## config.mk

```make
export PLATFORM = sky130hd
export DESIGN_NAME = rsel_relay_source_select
export DESIGN_NICKNAME = d
export VERILOG_FILES = /design/src/rsel_pkg.sv /design/src/rsel_relay_source_select.sv
export SDC_FILE = /design/constraint.sdc
export NUM_CORES = 1
export LEC_CHECK = 0
export BUFFER_PORTS_ARGS = -buffer_cell sky130_fd_sc_hd__clkbuf_2
export CAP_MARGIN = 10
export CORE_MARGIN = 10
export CORE_UTILIZATION = 29
export DETAILED_ROUTE_END_ITERATION = 6
export GPL_TIMING_DRIVEN = 0
export PLACE_DENSITY = 0.78
export SLEW_MARGIN = 5
export SYNTH_ARGS = -nofsm -noshare
export SYNTH_HDL_FRONTEND = slang
export SYNTH_SLANG_ARGS = --single-unit
```

## constraint.sdc

```tcl
create_clock -name pclk -period 1.8 [get_ports pclk]
set_clock_uncertainty 0.15 [all_clocks]
set_input_delay 0.09 -clock pclk [delete_from_list [all_inputs] [get_ports pclk]]
set_output_delay 0.09 -clock pclk [all_outputs]
set_load 0.02 [all_outputs]
```

## src/rsel_pkg.sv

```systemverilog
`default_nettype none
package rsel_pkg;
    // ---------------------------------------------------------------
    // Register map
    // ---------------------------------------------------------------
    localparam logic [11:0] SRC_SEL_ADDR   = 12'h000;
    localparam logic [11:0] FORCE_EN_ADDR  = 12'h004;
    localparam logic [11:0] FORCE_VAL_ADDR = 12'h008;
    localparam logic [11:0] RELAY_STS_ADDR = 12'h00c;
    localparam int          SEL_W          = 6;
    localparam int          FORCE_W        = 3;
    localparam int          FIRST_RELAY    = 0;
    localparam logic [5:0]  SEL_RESET      = 6'h02;
    localparam logic [2:0]  FORCE_RESET    = 3'h0;

    // ---------------------------------------------------------------
    // Selection codes
    // ---------------------------------------------------------------
    localparam logic [5:0] C_OFF       = 6'h00;
    localparam logic [5:0] C_ON        = 6'h01;
    localparam logic [5:0] C_READY_RUN = 6'h02;
    localparam logic [5:0] C_ENABLED   = 6'h04;
    localparam logic [5:0] C_STARTED   = 6'h05;
    localparam logic [5:0] C_MAGNET    = 6'h06;
    localparam logic [5:0] C_RUNNING   = 6'h07;
    localparam logic [5:0] C_READY_REF = 6'h08;
    localparam logic [5:0] C_AT_SETPT  = 6'h09;
    localparam logic [5:0] C_REVERSE   = 6'h0a;
    localparam logic [5:0] C_ZERO_SPD  = 6'h0b;
    localparam logic [5:0] C_ABOVE_LIM = 6'h0c;
    localparam logic [5:0] C_WARNING   = 6'h0d;
    localparam logic [5:0] C_FAULT     = 6'h0e;
    localparam logic [5:0] C_NO_FAULT  = 6'h0f;
    localparam logic [5:0] C_BRAKE     = 6'h16;
    localparam logic [5:0] C_LOC_TWO   = 6'h17;
    localparam logic [5:0] C_REMOTE    = 6'h18;
    localparam logic [5:0] C_TIMER1    = 6'h1b;
    localparam logic [5:0] C_TIMER2    = 6'h1c;
    localparam logic [5:0] C_TIMER3    = 6'h1d;
    localparam logic [5:0] C_SUPV1     = 6'h21;
    localparam logic [5:0] C_SUPV2     = 6'h22;

    // ---------------------------------------------------------------
    // Status bit positions
    // ---------------------------------------------------------------
    localparam int MS_READY_RUN = 1;
    localparam int MS_READY_REF = 2;
    localparam int MS_FAULT     = 3;
    localparam int MS_WARNING   = 7;
    localparam int MS_AT_SETPT  = 8;
    localparam int MS_REMOTE    = 9;
    localparam int D1_ENABLED   = 0;
    localparam int D1_STARTED   = 5;
    localparam int D1_RUNNING   = 6;
    localparam int D1_LOC_TWO   = 11;
    localparam int D2_MAGNET    = 1;
    localparam int D2_ABOVE_LIM = 10;
    localparam int SC_ZERO_SPD  = 0;
    localparam int SC_REVERSE   = 2;
    localparam int BR_COMMAND   = 0;
    localparam int TM_FUNC1     = 0;
    localparam int TM_FUNC2     = 1;
    localparam int TM_FUNC3     = 2;
    localparam int SV_FUNC1     = 0;
    localparam int SV_FUNC2     = 1;

    typedef struct packed {
        logic [5:0]  sel;
        logic [2:0]  force_en;
        logic [2:0]  force_val;
        logic        relay;
        logic [31:0] rdata;
        logic        slverr;
    } rsel_state_t;
endpackage : rsel_pkg
`default_nettype wire

```

## src/rsel_relay_source_select.sv

```systemverilog
// Functional notes
// RULE_01: Reset selection is code 2, ready-to-run
// RULE_02: Code 0 off, code 1 on
// RULE_03: Code 2 follows main status bit 1
// RULE_04: Code 4 follows drive status one bit 0
// RULE_05: Code 5 follows drive status one bit 5
// RULE_06: Code 6 follows drive status two bit 1
// RULE_07: Code 7 follows drive status one bit 6
// RULE_08: Code 8 follows main status bit 2
// RULE_09: Code 9 follows main status bit 8
// RULE_10: Code 10 follows speed status bit 2
// RULE_11: Code 11 follows speed status bit 0
// RULE_12: Code 12 follows drive status two bit 10
// RULE_13: Code 13 follows main status bit 7
// RULE_14: Code 14 follows main status bit 3
// RULE_15: Code 15 follows inverted main status bit 3
// RULE_16: Code 22 follows brake status bit 0
// RULE_17: Code 23 follows drive status one bit 11
// RULE_18: Code 24 follows main status bit 9
// RULE_19: Codes 27-29 follow timer bits 0-2
// RULE_20: Codes 33-34 follow supervision bits 0-1
// RULE_21: Force enable substitutes forced data bit
// RULE_22: Unassigned codes hold output off
// RULE_23: Output registered every clock cycle
//
// Implementation choices: the APB slave port and the placing of the registers.
`timescale 1ns/1ps
`default_nettype none
module rsel_relay_source_select (
    input  wire logic        pclk,
    input  wire logic        presetn,
    input  wire logic        psel,
    input  wire logic        penable,
    input  wire logic        pwrite,
    input  wire logic [11:0] paddr,
    input  wire logic [31:0] pwdata,
    output logic      [31:0] prdata,
    output logic             pready,
    output logic             pslverr,
    input  wire logic [15:0] main_status,
    input  wire logic [15:0] drive_status_one,
    input  wire logic [15:0] drive_status_two,
    input  wire logic [15:0] speed_status,
    input  wire logic [15:0] brake_status,
    input  wire logic [15:0] timer_status,
    input  wire logic [15:0] supervision_status,
    output logic             first_relay_output
);
    // ---------------------------------------------------------------
    // Source decode
    // ---------------------------------------------------------------
    function automatic logic src_bit(
        input logic [5:0]  s,
        input logic [15:0] ms,
        input logic [15:0] d1,
        input logic [15:0] d2,
        input logic [15:0] sc,
        input logic [15:0] br,
        input logic [15:0] tm,
        input logic [15:0] sv
    );
        logic b;
        b = 1'b0;
        case (s)
            rsel_pkg::C_OFF:       b = 1'b0;                          // RULE_02
            rsel_pkg::C_ON:        b = 1'b1;                          // RULE_02
            rsel_pkg::C_READY_RUN: b = ms[rsel_pkg::MS_READY_RUN];    // RULE_03
            rsel_pkg::C_ENABLED:   b = d1[rsel_pkg::D1_ENABLED];      // RULE_04
            rsel_pkg::C_STARTED:   b = d1[rsel_pkg::D1_STARTED];      // RULE_05
            rsel_pkg::C_MAGNET:    b = d2[rsel_pkg::D2_MAGNET];       // RULE_06
            rsel_pkg::C_RUNNING:   b = d1[rsel_pkg::D1_RUNNING];      // RULE_07
            rsel_pkg::C_READY_REF: b = ms[rsel_pkg::MS_READY_REF];    // RULE_08
            rsel_pkg::C_AT_SETPT:  b = ms[rsel_pkg::MS_AT_SETPT];     // RULE_09
            rsel_pkg::C_REVERSE:   b = sc[rsel_pkg::SC_REVERSE];      // RULE_10
            rsel_pkg::C_ZERO_SPD:  b = sc[rsel_pkg::SC_ZERO_SPD];     // RULE_11
            rsel_pkg::C_ABOVE_LIM: b = d2[rsel_pkg::D2_ABOVE_LIM];    // RULE_12
            rsel_pkg::C_WARNING:   b = ms[rsel_pkg::MS_WARNING];      // RULE_13
            rsel_pkg::C_FAULT:     b = ms[rsel_pkg::MS_FAULT];        // RULE_14
            rsel_pkg::C_NO_FAULT:  b = ~ms[rsel_pkg::MS_FAULT];       // RULE_15
            rsel_pkg::C_BRAKE:     b = br[rsel_pkg::BR_COMMAND];      // RULE_16
            rsel_pkg::C_LOC_TWO:   b = d1[rsel_pkg::D1_LOC_TWO];      // RULE_17
            rsel_pkg::C_REMOTE:    b = ms[rsel_pkg::MS_REMOTE];       // RULE_18
            rsel_pkg::C_TIMER1:    b = tm[rsel_pkg::TM_FUNC1];        // RULE_19
            rsel_pkg::C_TIMER2:    b = tm[rsel_pkg::TM_FUNC2];        // RULE_19
            rsel_pkg::C_TIMER3:    b = tm[rsel_pkg::TM_FUNC3];        // RULE_19
            rsel_pkg::C_SUPV1:     b = sv[rsel_pkg::SV_FUNC1];        // RULE_20
            rsel_pkg::C_SUPV2:     b = sv[rsel_pkg::SV_FUNC2];        // RULE_20
            // Reserved codes fail safe: relay stays dropped out
            default:               b = 1'b0;                          // RULE_22
        endcase
        return b;
    endfunction : src_bit

    rsel_pkg::rsel_state_t state_q;
    rsel_pkg::rsel_state_t state_d;
    logic                  chosen;
    logic                  setup;
    logic                  wr_acc;
    logic                  src_free;

    assign setup  = psel & ~penable;
    assign wr_acc = psel & penable & pwrite;
    assign chosen = src_bit(state_q.sel, main_status, drive_status_one,
                            drive_status_two, speed_status, brake_status,
                            timer_status, supervision_status);
    // Force bit masks every source check below
    assign src_free = ~state_q.force_en[rsel_pkg::FIRST_RELAY];

    // ---------------------------------------------------------------
    // Next state
    // ---------------------------------------------------------------
    always_comb begin
        state_d = state_q;
        // Force overrides the selection, not the register value
        if (state_q.force_en[rsel_pkg::FIRST_RELAY]) begin
            state_d.relay = state_q.force_val[rsel_pkg::FIRST_RELAY]; // RULE_21
        end else begin
            state_d.relay = chosen;                                    // RULE_23
        end
        // Read data captured in setup so prdata comes from a flop
        if (setup) begin
            state_d.rdata  = 32'h0000_0000;
            state_d.slverr = 1'b0;
            if (paddr == rsel_pkg::SRC_SEL_ADDR) begin
                state_d.rdata[5:0] = state_q.sel;
            end else if (paddr == rsel_pkg::FORCE_EN_ADDR) begin
                state_d.rdata[2:0] = state_q.force_en;
            end else if (paddr == rsel_pkg::FORCE_VAL_ADDR) begin
                state_d.rdata[2:0] = state_q.force_val;
            end else if (paddr == rsel_pkg::RELAY_STS_ADDR) begin
                state_d.rdata[0] = state_q.relay;
            end else begin
                state_d.slverr = 1'b1;
            end
        end
        if (wr_acc) begin
            if (paddr == rsel_pkg::SRC_SEL_ADDR) begin
                state_d.sel = pwdata[5:0];
            end else if (paddr == rsel_pkg::FORCE_EN_ADDR) begin
                state_d.force_en = pwdata[2:0];
            end else if (paddr == rsel_pkg::FORCE_VAL_ADDR) begin
                state_d.force_val = pwdata[2:0];
            end
        end
    end

    always_ff @(posedge pclk or negedge presetn) begin
        if (!presetn) begin
            state_q.sel       <= rsel_pkg::SEL_RESET;                  // RULE_01
            state_q.force_en  <= rsel_pkg::FORCE_RESET;
            state_q.force_val <= rsel_pkg::FORCE_RESET;
            state_q.relay     <= 1'b0;
            state_q.rdata     <= 32'h0000_0000;
            state_q.slverr    <= 1'b0;
        end else begin
            state_q <= state_d;
        end
    end

    // ---------------------------------------------------------------
    // Outputs
    // ---------------------------------------------------------------
    assign prdata             = state_q.rdata;
    assign pslverr            = state_q.slverr & psel & penable;
    // Zero wait states: setup phase already prepared the answer
    assign pready             = 1'b1;
    assign first_relay_output = state_q.relay;
endmodule : rsel_relay_source_select
`default_nettype wire

```

# ---- Yosys cells after proc, flatten, opt, wreduce, memory -nomap -nowiden
# Cells that the tools add are included.
dict set report totals {
  reg_bits 20
  inputBits 161
  elab_cells 56
}
dict set report op_classes {
  eq_ne 25
  n_mux 12
  n_bitwise 9
  reduce_logical 4
}
# operator n
set op_table {}
lappend op_table {{6-bit by 4-bit equality test with 1-bit output, second input constant} 8}
lappend op_table {{6-bit by 5-bit equality test with 1-bit output, second input constant} 6}
lappend op_table {{12-bit by 4-bit equality test with 1-bit output, second input constant} 2}
lappend op_table {{6-bit by 3-bit equality test with 1-bit output, second input constant} 4}
lappend op_table {{1-bit case mux with 22 select lines} 1}
lappend op_table {{12-bit by 3-bit equality test with 1-bit output, second input constant} 1}
lappend op_table {{6-bit equality test, second input constant} 2}
lappend op_table {{12-bit zero test} 1}
lappend op_table {{3-bit 2-to-1 mux} 3}
lappend op_table {{1-bit 2-to-1 mux} 7}
lappend op_table {{6-bit by 1-bit equality test with 1-bit output, second input constant} 1}
lappend op_table {{6-bit by 2-bit equality test with 1-bit output, second input constant} 1}
lappend op_table {{1-bit AND} 5}
lappend op_table {{1-bit inverter} 4}
lappend op_table {{4-bit AND reduction} 1}
lappend op_table {{3-bit AND reduction} 1}
lappend op_table {{2-bit 2-to-1 mux} 1}
lappend op_table {{2-bit AND reduction} 1}

# ---- Depth between registers and ports, before layout
# Gate-level depths: netlist of run 1.
dict set report logic_depth {
  depth_word 5
  ltp_mapped 7
}

# ---- Worst setup path before layout of run 1
# OpenSTA, ideal clock, no wires.
dict set report synth_path {
  path_type {reg-to-reg}
  start {reg state_q[41] in the netlist's numbering}
  end {reg state_q (netlist bit first_relay_output)}
  setup_time_ns 0.123
  arrival_time_ns 1.540
  path_slack_ns -0.013
  path_stages_with_launch 7
  path_buffers 1
  path_cell_list {dfstp_2 -> clkbuf_1 -> mux2i_1 -> nor3_1 -> nor3_1 -> o22ai_1 -> o221a_2}
}
# element line_no
set synth_rtl {}
lappend synth_rtl {{start: declaration} rsel_relay_source_select.sv:94} ;# rsel_pkg::rsel_state_t state_q;
lappend synth_rtl {{start signal: assignment} rsel_relay_source_select.sv:156} ;# state_q <= state_d;

==> results of run 1 <==
-- report_power, final --
| group | internal (uW) | switching (uW) | total (uW) |
|---|---|---|---|
| combinational | 94.8 | 103 | 198 |
| clock | 297 | 150 | 447 |
| sequential | 449 | 0.473 | 450 |
-- final timing paths --
path	depth (start not counted)	slack, ps	end
min in group asynchronous	2	190	first_relay_output
worst min-delay path	3	40	prdata[1]
max in group asynchronous	2	960	state_q[40]
worst max register to register	5	40	first_relay_output
worst min register to register	2	330	prdata[2]
worst max-delay path	5	40	first_relay_output
-- cells by family (layout without fill, tap and decap cells) --
group | count (synthesis) | after routing | synth area share
muxes | 22 | 22 | 0.179
buffers and inverters | 46 | 108 | 0.202
other | 2 | 27 | 0.00498
AOI/OAI and AO/OA | 26 | 26 | 0.119
and+or+nand+nor | 47 | 47 | 0.163
DFF | 20 | 20 | 0.333
-- state kept, by name, indices dropped and copies added, names as in the netlist --
signal,count
state_q,13
first_relay_output,1
prdata,6
-- stage by stage --
| step | area (um2) | setup slack [ps] | TNS [ps] |
|---|---|---|---|
| floorplan | 1600 | 9.55 | 0 |
| global placement | 1940 | -261 | -3070 |
| detailed placement | 1940 | -261 | -2910 |
| CTS | 2110 | 10.2 | 0 |
| global route | 2140 | -22.8 | -22.8 |
| finish | 2140 | 37.4 | 0 |
-- cells in the final DEF (no fill, tap or decap), types with 2 or more instances in the layout --
cell	synthesis	final
sky130_fd_sc_hd__nor3b_2	0	2
sky130_fd_sc_hd__nand2b_1	3	3
sky130_fd_sc_hd__mux2_4	6	6
sky130_fd_sc_hd__and3_1	3	3
sky130_fd_sc_hd__mux2i_1	9	8
sky130_fd_sc_hd__clkbuf_2	0	50
sky130_fd_sc_hd__a21oi_1	4	4
sky130_fd_sc_hd__clkbuf_8	0	3
sky130_fd_sc_hd__conb_1	2	27
sky130_fd_sc_hd__nor2b_1	4	4
sky130_fd_sc_hd__o21ai_0	7	6
sky130_fd_sc_hd__nor3_1	6	6
sky130_fd_sc_hd__nand2_1	10	10
sky130_fd_sc_hd__clkbuf_4	0	2
sky130_fd_sc_hd__mux2_2	6	6
sky130_fd_sc_hd__inv_1	5	5
sky130_fd_sc_hd__o31ai_1	3	3
sky130_fd_sc_hd__nor2_1	9	8
sky130_fd_sc_hd__dlygate4sd3_1	0	7
sky130_fd_sc_hd__dfrtp_1	19	18
sky130_fd_sc_hd__or3_1	2	2
sky130_fd_sc_hd__nand3_1	2	2
sky130_fd_sc_hd__buf_4	33	36
sky130_fd_sc_hd__nor4_1	2	2
sky130_fd_sc_hd__a22o_1	2	2
sky130_fd_sc_hd__clkbuf_1	7	2
-- timing repair --
| item | in CTS | in global routing |
|---|---|---|
| buffers inserted | 2 | 1 |
| hold buffers | 7 | 0 |
| resized for setup | 7 | 8 |
| endpoints found under the hold margin | 32 | 0 |
| setup endpoints to repair | 1 | 12 |
| pin swaps | 0 | 4 |
-- critical path, stage by stage, from the launching register on --
cell and delay [ps]:
sky130_fd_sc_hd__dfstp_2 600, sky130_fd_sc_hd__nor2b_1 230, sky130_fd_sc_hd__nor3b_1 230, sky130_fd_sc_hd__a311oi_1 80, sky130_fd_sc_hd__o22ai_1 200, sky130_fd_sc_hd__o221a_2 210
-- area by class of cell --
| cell class | count | area [um2] |
|---|---|---|
| inverter | 5 | 18.8 |
| multi-input combinational | 122 | 818 |
| clock inverter | 1 | 30.0 |
| buffer | 40 | 302 |
| clock buffer | 3 | 41.3 |
| timing repair buffer | 59 | 338 |
| sequential | 20 | 503 |
| fill | 540 | 2940 |
| tap | 70 | 87.6 |
-- layer usage --
metal / up-vias / part of all wire / track usage / wire length [um]
li1: 687 / - / - / -
met1: 629 / 0.39 / 0.0958 / 1610
met2: 58 / 0.52 / 0.161 / 2130
met3: 4 / 0.083 / 0.0342 / 341
met4: 0 / 0.0071 / 0.0296 / 29
met5: - / 0 / 0 / 0
==> impl_metrics.prom, run 1 <==
# TYPE chip_impl_metric gauge
chip_impl_metric{name="dpl.hpwl",unit="um"} 3430
chip_impl_metric{name="tritoncts_sinks",unit=""} 20
chip_impl_metric{name="routed-via-count",unit=""} 1378
chip_impl_info{name="cts_tree",value="built"} 1
chip_impl_info{name="root_buffer",value="sky130_fd_sc_hd__clkbuf_8"} 1
chip_impl_info{name="holdCritPathClass",value="primary input to flip-flop"} 1
chip_impl_metric{name="placement.io_buffers",unit=""} 49
chip_impl_metric{name="synth_top_area_share",unit=""} 0.315
chip_impl_metric{name="syn-cell-area",unit="um2"} 1510
chip_impl_metric{name="count_of_flip_flops_with_a_built_in_enable_after_synthesis",unit=""} 0
chip_impl_metric{name="cts_max_path_buffers",unit=""} 2
chip_impl_metric{name="final_core_utilization",unit=""} 0.421
chip_impl_metric{name="post_route_non_filler_standard_cell_count",unit=""} 320
chip_impl_metric{name="synth.yosys.warnings",unit=""} 0
chip_impl_metric{name="drt-total-wl",unit="um"} 4110
chip_impl_info{name="timing.critical_path.from_type",value="flip-flop"} 1
chip_impl_info{name="yosysTopAreaCell",value="sky130_fd_sc_hd__dfrtp_1"} 1
chip_impl_metric{name="start_util",unit=""} 0.297
chip_impl_info{name="hold_path.startpoint",value="psel"} 1
chip_impl_info{name="grt_setup_unrepaired",value="yes"} 1
chip_impl_metric{name="cts-htree-levels",unit=""} 1
chip_impl_metric{name="post-layout-total-power",unit="uW"} 1090
chip_impl_metric{name="placeableCoreArea",unit="um2"} 5070
chip_impl_metric{name="final_antenna_net_count",unit=""} 0
chip_impl_metric{name="yosys_register_bits",unit=""} 20
chip_impl_metric{name="timing.final.setup_violations",unit=""} 0
chip_impl_info{name="r2r-start",value="state_q[41]"} 1
chip_impl_info{name="synth_top_cells_by_count",value="sky130_fd_sc_hd__buf_4 (33), sky130_fd_sc_hd__dfrtp_1 (19), sky130_fd_sc_hd__nand2_1 (10)"} 1
chip_impl_metric{name="maxCapViolCount",unit=""} 0
chip_impl_info{name="outcome",value="finished, final reports clean"} 1
chip_impl_metric{name="timing.final.max_slew_violations",unit=""} 0
chip_impl_metric{name="numPlacedInstances",unit=""} 307
chip_impl_metric{name="synthCells",unit=""} 163
chip_impl_metric{name="boundaryPins",unit=""} 196
chip_impl_metric{name="fp.dieH",unit="um"} 92.1
chip_impl_metric{name="antenna_found_initial",unit=""} 0
chip_impl_metric{name="timing.critical_path.fanout_max",unit=""} 6
chip_impl_metric{name="grt.overflow.total",unit=""} 0
chip_impl_metric{name="num-nets-final",unit=""} 412
chip_impl_metric{name="synth-async-reset-ratio",unit=""} 1.00
chip_impl_metric{name="grt_use_total",unit=""} 0.0903
chip_impl_info{name="setup.worst_path.start",value="state_q[41]"} 1
chip_impl_metric{name="hold_violations",unit=""} 0
chip_impl_metric{name="die-width",unit="um"} 92.1
chip_impl_metric{name="place.gp.congestion",unit=""} 0.806
chip_impl_metric{name="area.growth.synth_to_final",unit="%"} 41.8
chip_impl_info{name="dominantRegCellSynth",value="sky130_fd_sc_hd__dfrtp_1"} 1
chip_impl_metric{name="dr.first_iter.drc_count",unit=""} 51
chip_impl_metric{name="grt_pass1_wl",unit="um"} 6430
chip_impl_metric{name="ir_drop",unit="mV"} 0.217
chip_impl_metric{name="hold-worst-slack",unit="ps"} 42.2
chip_impl_metric{name="cts_buffers",unit=""} 3
chip_impl_metric{name="synth_area_per_cell",unit="um2"} 9.25
chip_impl_info{name="setup.worst_path.class",value="flip-flop to flip-flop"} 1
chip_impl_metric{name="period_needed",unit="ps"} 1760
chip_impl_metric{name="netlist-cell-type-count",unit=""} 37
chip_impl_metric{name="rows",unit=""} 26
chip_impl_metric{name="worstPathArrival",unit="ps"} 1820
chip_impl_metric{name="clock_pin_slew_on_the_worst_setup_and_hold_paths",unit="ps"} 80
chip_impl_info{name="yosys-top-cells-area",value="sky130_fd_sc_hd__dfrtp_1 (32%), sky130_fd_sc_hd__buf_4 (16%), sky130_fd_sc_hd__mux2i_1 (6.0%), sky130_fd_sc_hd__mux2_4 (6.0%), sky130_fd_sc_hd__mux2_2 (4.5%)"} 1
chip_impl_metric{name="detailedRoute.firstPassIterationCount",unit=""} 4
chip_impl_metric{name="crit_required",unit="ps"} 1860
chip_impl_metric{name="routedWlPerCell",unit="um"} 12.8
chip_impl_metric{name="clk_latency",unit="ps"} 260
chip_impl_metric{name="insertedDiodeCount",unit=""} 0
chip_impl_metric{name="finalCritPeriodShare",unit=""} 0.979
chip_impl_metric{name="power.static_leakage",unit="uW"} 0.00111
chip_impl_metric{name="fmaxAchievable",unit="MHz"} 567
chip_impl_info{name="endpoint_kind_of_the_worst_setup_timing_path",value="flip-flop"} 1
chip_impl_metric{name="drt-vias-per-instance",unit=""} 4.31
chip_impl_metric{name="drive_above_1_share",unit=""} 0.464
chip_impl_metric{name="detail_route.drc_violations",unit=""} 0
chip_impl_metric{name="power_per_cell_area",unit="nW/um2"} 512
chip_impl_metric{name="pin_count_of_the_biggest_net_entering_global_routing",unit=""} 21
chip_impl_info{name="library_cell_with_the_highest_instance_count_after_synthesis",value="sky130_fd_sc_hd__buf_4"} 1
chip_impl_metric{name="die_area",unit="um2"} 8480
chip_impl_metric{name="seq_area_frac_synth",unit=""} 0.333
chip_impl_metric{name="first_global_vias",unit=""} 1417
Power figures use the tool's default switching activity.
==> run 2, diff against run 1 <==
==> constraint.sdc (replaced) <==
create_clock -name pclk -period 1.8 [get_ports pclk]
set_clock_uncertainty 0.15 [all_clocks]
set_input_delay 0.36 -clock pclk [delete_from_list [all_inputs] [get_ports pclk]]
set_output_delay 0.36 -clock pclk [all_outputs]
set_load 0.02 [all_outputs]
==> run 2 against run 1 <==
  * The flow now finishes with violations (setup timing)
  * Sequential power about the same
  * Flip-flop and latch count unchanged
  * Critical path type is now primary input to flip-flop
  * Clock power decreased by 34%
  * Final area increased by 0.47%
  * Combinational power about the same
  * Worst setup slack got worse by 69 ps
==> impl_metrics.prom, run 2 (synthesized netlist as in run 1, its figures left out) <==
# TYPE chip_impl_metric gauge
chip_impl_metric{name="post_route_non_filler_standard_cell_count",unit=""} 318
chip_impl_metric{name="dpl_cell_area",unit="um2"} 1970
chip_impl_info{name="endpoint_kind_of_the_worst_setup_timing_path",value="flip-flop"} 1
chip_impl_metric{name="grt_use_total",unit=""} 0.0925
chip_impl_metric{name="worst_reg2reg_path_depth",unit=""} 6
chip_impl_metric{name="die-width",unit="um"} 92.1
chip_impl_metric{name="fp.dieH",unit="um"} 92.1
chip_impl_metric{name="placement.io_buffers",unit=""} 49
chip_impl_metric{name="cts_max_path_buffers",unit=""} 2
chip_impl_metric{name="clock_pin_slew_on_the_worst_setup_and_hold_paths",unit="ps"} 70
chip_impl_info{name="root_buffer",value="sky130_fd_sc_hd__clkbuf_8"} 1
chip_impl_info{name="grt_setup_unrepaired",value="yes"} 1
chip_impl_metric{name="insertedDiodeCount",unit=""} 0
chip_impl_info{name="layout_commonest_cell",value="sky130_fd_sc_hd__clkbuf_2"} 1
chip_impl_metric{name="cellInternalPower",unit="uW"} 698
chip_impl_metric{name="crit_required",unit="ps"} 1790
chip_impl_metric{name="post-route-cell-area",unit="um2"} 2150
chip_impl_info{name="max_flop_register",value="state_q"} 1
chip_impl_metric{name="final_critical_path_setup_slack",unit="ps"} -31.1
chip_impl_metric{name="worstPathArrival",unit="ps"} 1820
chip_impl_metric{name="ir_drop",unit="mV"} 0.299
chip_impl_metric{name="routed-via-count",unit=""} 1398
chip_impl_metric{name="timing.final.setup_violations",unit=""} 6
chip_impl_info{name="commonest_cells_after_routing_fill_and_taps_aside",value="sky130_fd_sc_hd__clkbuf_2 (48), sky130_fd_sc_hd__buf_4 (40), sky130_fd_sc_hd__conb_1 (27)"} 1
chip_impl_metric{name="cts-htree-levels",unit=""} 1
chip_impl_metric{name="clockPowerShare",unit=""} 0.314
chip_impl_metric{name="timing.final.max_slew_violations",unit=""} 0
chip_impl_metric{name="grt.overflow.total",unit=""} 0
chip_impl_info{name="cts_tree",value="built"} 1
chip_impl_metric{name="place.gp.congestion",unit=""} 0.883
chip_impl_metric{name="final_core_utilization",unit=""} 0.423
chip_impl_metric{name="seq_power_share",unit=""} 0.476
chip_impl_metric{name="first_global_vias",unit=""} 1366
chip_impl_metric{name="detail_route.drc_violations",unit=""} 0
chip_impl_metric{name="drt-vias-per-instance",unit=""} 4.40
chip_impl_metric{name="period_needed",unit="ps"} 1830
chip_impl_metric{name="start_util",unit=""} 0.297
chip_impl_info{name="outcome",value="finished with violations"} 1
chip_impl_metric{name="boundaryPins",unit=""} 196
chip_impl_metric{name="whs_path_depth",unit=""} 2
chip_impl_metric{name="timing.critical_path.fanout_max",unit=""} 6
chip_impl_metric{name="hold_violations",unit=""} 0
chip_impl_metric{name="cts_buffers",unit=""} 3
chip_impl_metric{name="numPlacedInstances",unit=""} 307
chip_impl_metric{name="pin_count_of_the_biggest_net_entering_global_routing",unit=""} 21
chip_impl_metric{name="grt_pass1_wl",unit="um"} 6470
chip_impl_metric{name="finalCritPeriodShare",unit=""} 1.02
chip_impl_metric{name="die_area",unit="um2"} 8480
chip_impl_metric{name="comb_power_share",unit=""} 0.211
chip_impl_metric{name="rows",unit=""} 26
chip_impl_metric{name="detailedRoute.firstPassIterationCount",unit=""} 4
chip_impl_metric{name="drive_above_1_share",unit=""} 0.496
chip_impl_metric{name="maxCapViolCount",unit=""} 0
chip_impl_info{name="setup.worst_path.class",value="primary input to flip-flop"} 1
chip_impl_metric{name="dr.first_iter.drc_count",unit=""} 49
chip_impl_info{name="timing.critical_path.from_type",value="primary input"} 1
chip_impl_info{name="violated_checks",value="setup timing"} 1
chip_impl_metric{name="largest_register_ff_count",unit=""} 13
chip_impl_metric{name="fmaxAchievable",unit="MHz"} 546
chip_impl_metric{name="finalSetupTns",unit="ps"} -144
chip_impl_metric{name="power.static_leakage",unit="uW"} 0.00111
chip_impl_info{name="holdCritPathClass",value="primary input to flip-flop"} 1
chip_impl_metric{name="power_switching",unit="uW"} 248
chip_impl_metric{name="power_per_cell_area",unit="nW/um2"} 440
chip_impl_metric{name="final_antenna_net_count",unit=""} 0
chip_impl_metric{name="placeableCoreArea",unit="um2"} 5070
chip_impl_metric{name="dpl.hpwl",unit="um"} 3440
chip_impl_metric{name="fillerInstances",unit=""} 513
chip_impl_metric{name="area.growth.synth_to_final",unit="%"} 42.5
chip_impl_metric{name="antenna_found_initial",unit=""} 0
chip_impl_metric{name="clk_latency",unit="ps"} 260
chip_impl_metric{name="routedWlPerCell",unit="um"} 13.5
chip_impl_metric{name="num-nets-final",unit=""} 410
chip_impl_metric{name="drt-total-wl",unit="um"} 4310
chip_impl_metric{name="tritoncts_sinks",unit=""} 20
chip_impl_metric{name="p_sw_frac",unit=""} 0.262
run 2: per-layer routing:
layer | wire length, um | GRT usage
met5 | 0 | 0
met4 | 82 | 0.0193
met3 | 448 | 0.0456
met2 | 2140 | 0.162
met1 | 1640 | 0.0983
run 2: critical path, stage by stage:
cell and delay (ps):
sky130_fd_sc_hd__buf_6 100, sky130_fd_sc_hd__nor4_4 270, sky130_fd_sc_hd__nand3_2 110, sky130_fd_sc_hd__or2_4 270
sky130_fd_sc_hd__or3_4 410, sky130_fd_sc_hd__mux2_4 310
run 2: final timing paths:
path                             start                 end  slack, ps
max                           paddr[4]         state_q[42]        -30
min                          pwdata[3]         state_q[43]        180
max in group asynchronous      presetn         state_q[41]        690
max reg2reg                state_q[41]  first_relay_output        -10
min reg2reg                  prdata[2]           prdata[2]        330
min in group asynchronous      presetn         state_q[44]        460
run 2: repair_timing:
action / CTS / global route
endpoints found under the hold margin: 19 / 0
buffers inserted: 1 / 7
hold buffers: 1 / 0
setup endpoints to repair: 14 / 13
resized for setup: 8 / 13
pin swaps: 1 / 4
run 2: final cells by class:
type                    count  area, um2  share of cell area
inverters                   5       18.8             0.00874
repair buffers             58        340               0.158
well taps                  70       87.6              0.0408
multi-input cells         122        866               0.403
flip-flops and latches     20        503               0.234
plain buffers              39        288               0.134
clock buffers               4       45.0              0.0210
run 2: power by group through the flow:
stage               clock, uW  sequential (uW)  combinational [uW]
floorplan                   0              459                 120
global placement            0              459                 185
detailed placement          0              459                 188
CTS                       300              450                 191
global route              324              450                 218
finish                    297              450                 199
run 2: stage by stage:
stage	hold WS [ps]	setup slack [ps]	power, uW
2_1_floorplan	-85.6	-203	579
3_3_place_gp	183	-436	644
5_1_grt	174	-63.4	992
4_1_cts	180	-78.7	941
6_report	181	-31.1	946
3_5_place_dp	186	-479	646
==> run 3, diff against run 2 <==
Settings changed: SETUP_SLACK_MARGIN from default to 0.05.
==> run 3 against run 2 <==
  * The flow still finishes with violations (setup timing)
  * Fmax down 3.0%
  * Sequential power about the same
  * Worst hold slack better by 4.8 ps
  * Combinational power about the same
  * Wire length down 5.0%
  * Final area down 0.82%
  * Highest routed layer unchanged
==> impl_metrics.prom, run 3 (synthesized netlist as in run 1, its figures left out) <==
# TYPE chip_impl_metric gauge
chip_impl_info{name="outcome",value="finished with violations"} 1
chip_impl_info{name="violated_checks",value="setup timing"} 1
chip_impl_metric{name="timing.critical_path.fanout_max",unit=""} 6
chip_impl_info{name="critical_path.slowest_cell",value="sky130_fd_sc_hd__or3_4"} 1
chip_impl_info{name="root_buffer",value="sky130_fd_sc_hd__clkbuf_8"} 1
chip_impl_metric{name="post_route_non_filler_standard_cell_count",unit=""} 316
chip_impl_metric{name="cts-htree-levels",unit=""} 1
chip_impl_metric{name="timing.reg2reg.setup_slack",unit="ps"} 20
chip_impl_info{name="setup.worst_path.class",value="primary input to flip-flop"} 1
chip_impl_metric{name="worst_reg2reg_path_depth",unit=""} 5
chip_impl_info{name="layout_commonest_cell",value="sky130_fd_sc_hd__clkbuf_2"} 1
chip_impl_metric{name="whs_path_depth",unit=""} 2
chip_impl_info{name="cpLargestDelayFamily",value="simple AND/OR/NAND/NOR gates"} 1
chip_impl_metric{name="first_global_vias",unit=""} 1342
chip_impl_metric{name="worstPathArrival",unit="ps"} 1880
chip_impl_info{name="hold_path.startpoint",value="pwdata[5]"} 1
chip_impl_metric{name="timing.final.max_slew_violations",unit=""} 0
chip_impl_metric{name="insertedDiodeCount",unit=""} 0
chip_impl_metric{name="dpl.hpwl",unit="um"} 3450
chip_impl_info{name="r2r-start",value="state_q[41]"} 1
chip_impl_metric{name="fmaxAchievable",unit="MHz"} 530
chip_impl_info{name="critical_path.cell_chain",value="buf_6, nor4_4, nand3_2, or2_4, or3_4, buf_8, mux2_4"} 1
chip_impl_metric{name="period_needed",unit="ps"} 1890
chip_impl_metric{name="crit_required",unit="ps"} 1790
chip_impl_info{name="commonest_cells_after_routing_fill_and_taps_aside",value="sky130_fd_sc_hd__clkbuf_2 (48), sky130_fd_sc_hd__buf_4 (38), sky130_fd_sc_hd__conb_1 (27)"} 1
chip_impl_info{name="cts_tree",value="built"} 1
chip_impl_metric{name="placement.io_buffers",unit=""} 49
chip_impl_metric{name="grt_pass1_wl",unit="um"} 6300
chip_impl_metric{name="final_core_utilization",unit=""} 0.420
chip_impl_metric{name="rows",unit=""} 26
chip_impl_metric{name="ir_drop",unit="mV"} 0.250
chip_impl_metric{name="detailedPlace.worstSlack",unit="ps"} -511
chip_impl_metric{name="drt-vias-per-instance",unit=""} 4.26
chip_impl_metric{name="clk_latency",unit="ps"} 260
chip_impl_metric{name="cts_max_path_buffers",unit=""} 2
chip_impl_metric{name="dr.first_iter.drc_count",unit=""} 56
chip_impl_info{name="grt_setup_unrepaired",value="yes"} 1
chip_impl_metric{name="area.growth.synth_to_final",unit="%"} 41.3
chip_impl_metric{name="start_util",unit=""} 0.297
chip_impl_metric{name="routedWlPerCell",unit="um"} 13.0
chip_impl_metric{name="finalSetupTns",unit="ps"} -443
chip_impl_info{name="worstReg2RegEnd",value="first_relay_output"} 1
chip_impl_info{name="endpoint_kind_of_the_worst_setup_timing_path",value="flip-flop"} 1
chip_impl_metric{name="numPlacedInstances",unit=""} 307
chip_impl_metric{name="detail_route.drc_violations",unit=""} 0
chip_impl_metric{name="power.static_leakage",unit="uW"} 0.00110
chip_impl_metric{name="drive_above_1_share",unit=""} 0.496
chip_impl_metric{name="place.gp.congestion",unit=""} 0.885
chip_impl_metric{name="die-width",unit="um"} 92.1
chip_impl_metric{name="final_antenna_net_count",unit=""} 0
chip_impl_metric{name="antenna_found_initial",unit=""} 0
chip_impl_metric{name="num-nets-final",unit=""} 408
chip_impl_metric{name="drt-total-wl",unit="um"} 4090
chip_impl_metric{name="hold_violations",unit=""} 0
chip_impl_metric{name="fp.dieH",unit="um"} 92.1
chip_impl_metric{name="timing.final.setup_violations",unit=""} 6
chip_impl_info{name="timing.critical_path.from_type",value="primary input"} 1
chip_impl_metric{name="peak_per_stage_delay_on_the_critical_path",unit="ps"} 330
chip_impl_metric{name="grt_use_total",unit=""} 0.0904
chip_impl_metric{name="largest_register_ff_count",unit=""} 13
chip_impl_metric{name="grt.overflow.total",unit=""} 0
chip_impl_info{name="holdCritPathClass",value="primary input to flip-flop"} 1
chip_impl_metric{name="critPathBufInv",unit=""} 2
chip_impl_metric{name="die_area",unit="um2"} 8480
chip_impl_metric{name="clock_pin_slew_on_the_worst_setup_and_hold_paths",unit="ps"} 70
chip_impl_metric{name="pin_count_of_the_biggest_net_entering_global_routing",unit=""} 21
chip_impl_info{name="max_flop_register",value="state_q"} 1
chip_impl_metric{name="cts_buffers",unit=""} 3
chip_impl_metric{name="placeableCoreArea",unit="um2"} 5070
chip_impl_metric{name="final_critical_path_setup_slack",unit="ps"} -86.9
chip_impl_metric{name="routed-via-count",unit=""} 1345
chip_impl_metric{name="post-layout-total-power",unit="uW"} 985
chip_impl_metric{name="detailedRoute.firstPassIterationCount",unit=""} 4
chip_impl_metric{name="power_per_cell_area",unit="nW/um2"} 462
chip_impl_metric{name="tritoncts_sinks",unit=""} 20
chip_impl_metric{name="boundaryPins",unit=""} 196
chip_impl_metric{name="finalCritPeriodShare",unit=""} 1.05
chip_impl_metric{name="maxCapViolCount",unit=""} 0
chip_impl_info{name="hold_path_end",value="state_q[45]"} 1
## run 3: power breakdown
| group | internal (uW) | leakage [uW] | switching (uW) | total, uW |
|---|---|---|---|---|
| Clock | 195 | 0.0000288 | 142 | 337 |
| Sequential | 450 | 0.000269 | 0.472 | 450 |
| Combinational | 90.4 | 0.000798 | 107 | 197 |
## run 3: per-stage QoR
stage          area [um2]  hold WS, ps
3_5_place_dp         1970          188
2_1_floorplan        1640        -85.6
3_3_place_gp         1970          181
4_1_cts              2060          180
6_report             2130          185
5_1_grt              2130          194
## run 3: final cells by class
type | instances | area [um2]
buffer | 40 | 305
clock buffer | 4 | 55.1
fill | 520 | 2940
inverter | 5 | 18.8
multi-input combinational | 122 | 856
sequential | 20 | 503
tap | 70 | 87.6
timing repair buffer | 55 | 305
## run 3: per-layer routing
layer  vias up  track usage  wire (um)
li1        683            -          -
met1       599       0.0939       1540
met2        59        0.157       2090
met3         4       0.0489        435
met4         0       0.0206         27
met5         -            0          0
## run 3: timing repair
item / CTS / global route
setup buffers: 1 / 4
hold buffers: 1 / 0
endpoints found under the setup margin: 13 / 13
pin swaps: 2 / 2
cloned: 0 / 0
gates resized for setup: 8 / 12
endpoints found under the hold margin: 19 / 0
## run 3: how the worst max path moves through the flow
stage	to	cells after the start	startpoint
floorplan	state_q[40]	6	paddr[4]
global placement	state_q[35]	6	paddr[4]
detailed placement	state_q[38]	6	paddr[5]
CTS	state_q[42]	7	paddr[5]
global route	state_q[42]	7	paddr[10]
finish	state_q[42]	7	paddr[10]
## run 3: worst reg2reg max path, stage by stage, from the launching register on
cell,delay (ps)
sky130_fd_sc_hd__dfstp_2,600
sky130_fd_sc_hd__nor2b_1,100
sky130_fd_sc_hd__a22o_1,240
sky130_fd_sc_hd__a221oi_1,230
sky130_fd_sc_hd__o21ai_1,110
sky130_fd_sc_hd__o221a_2,240
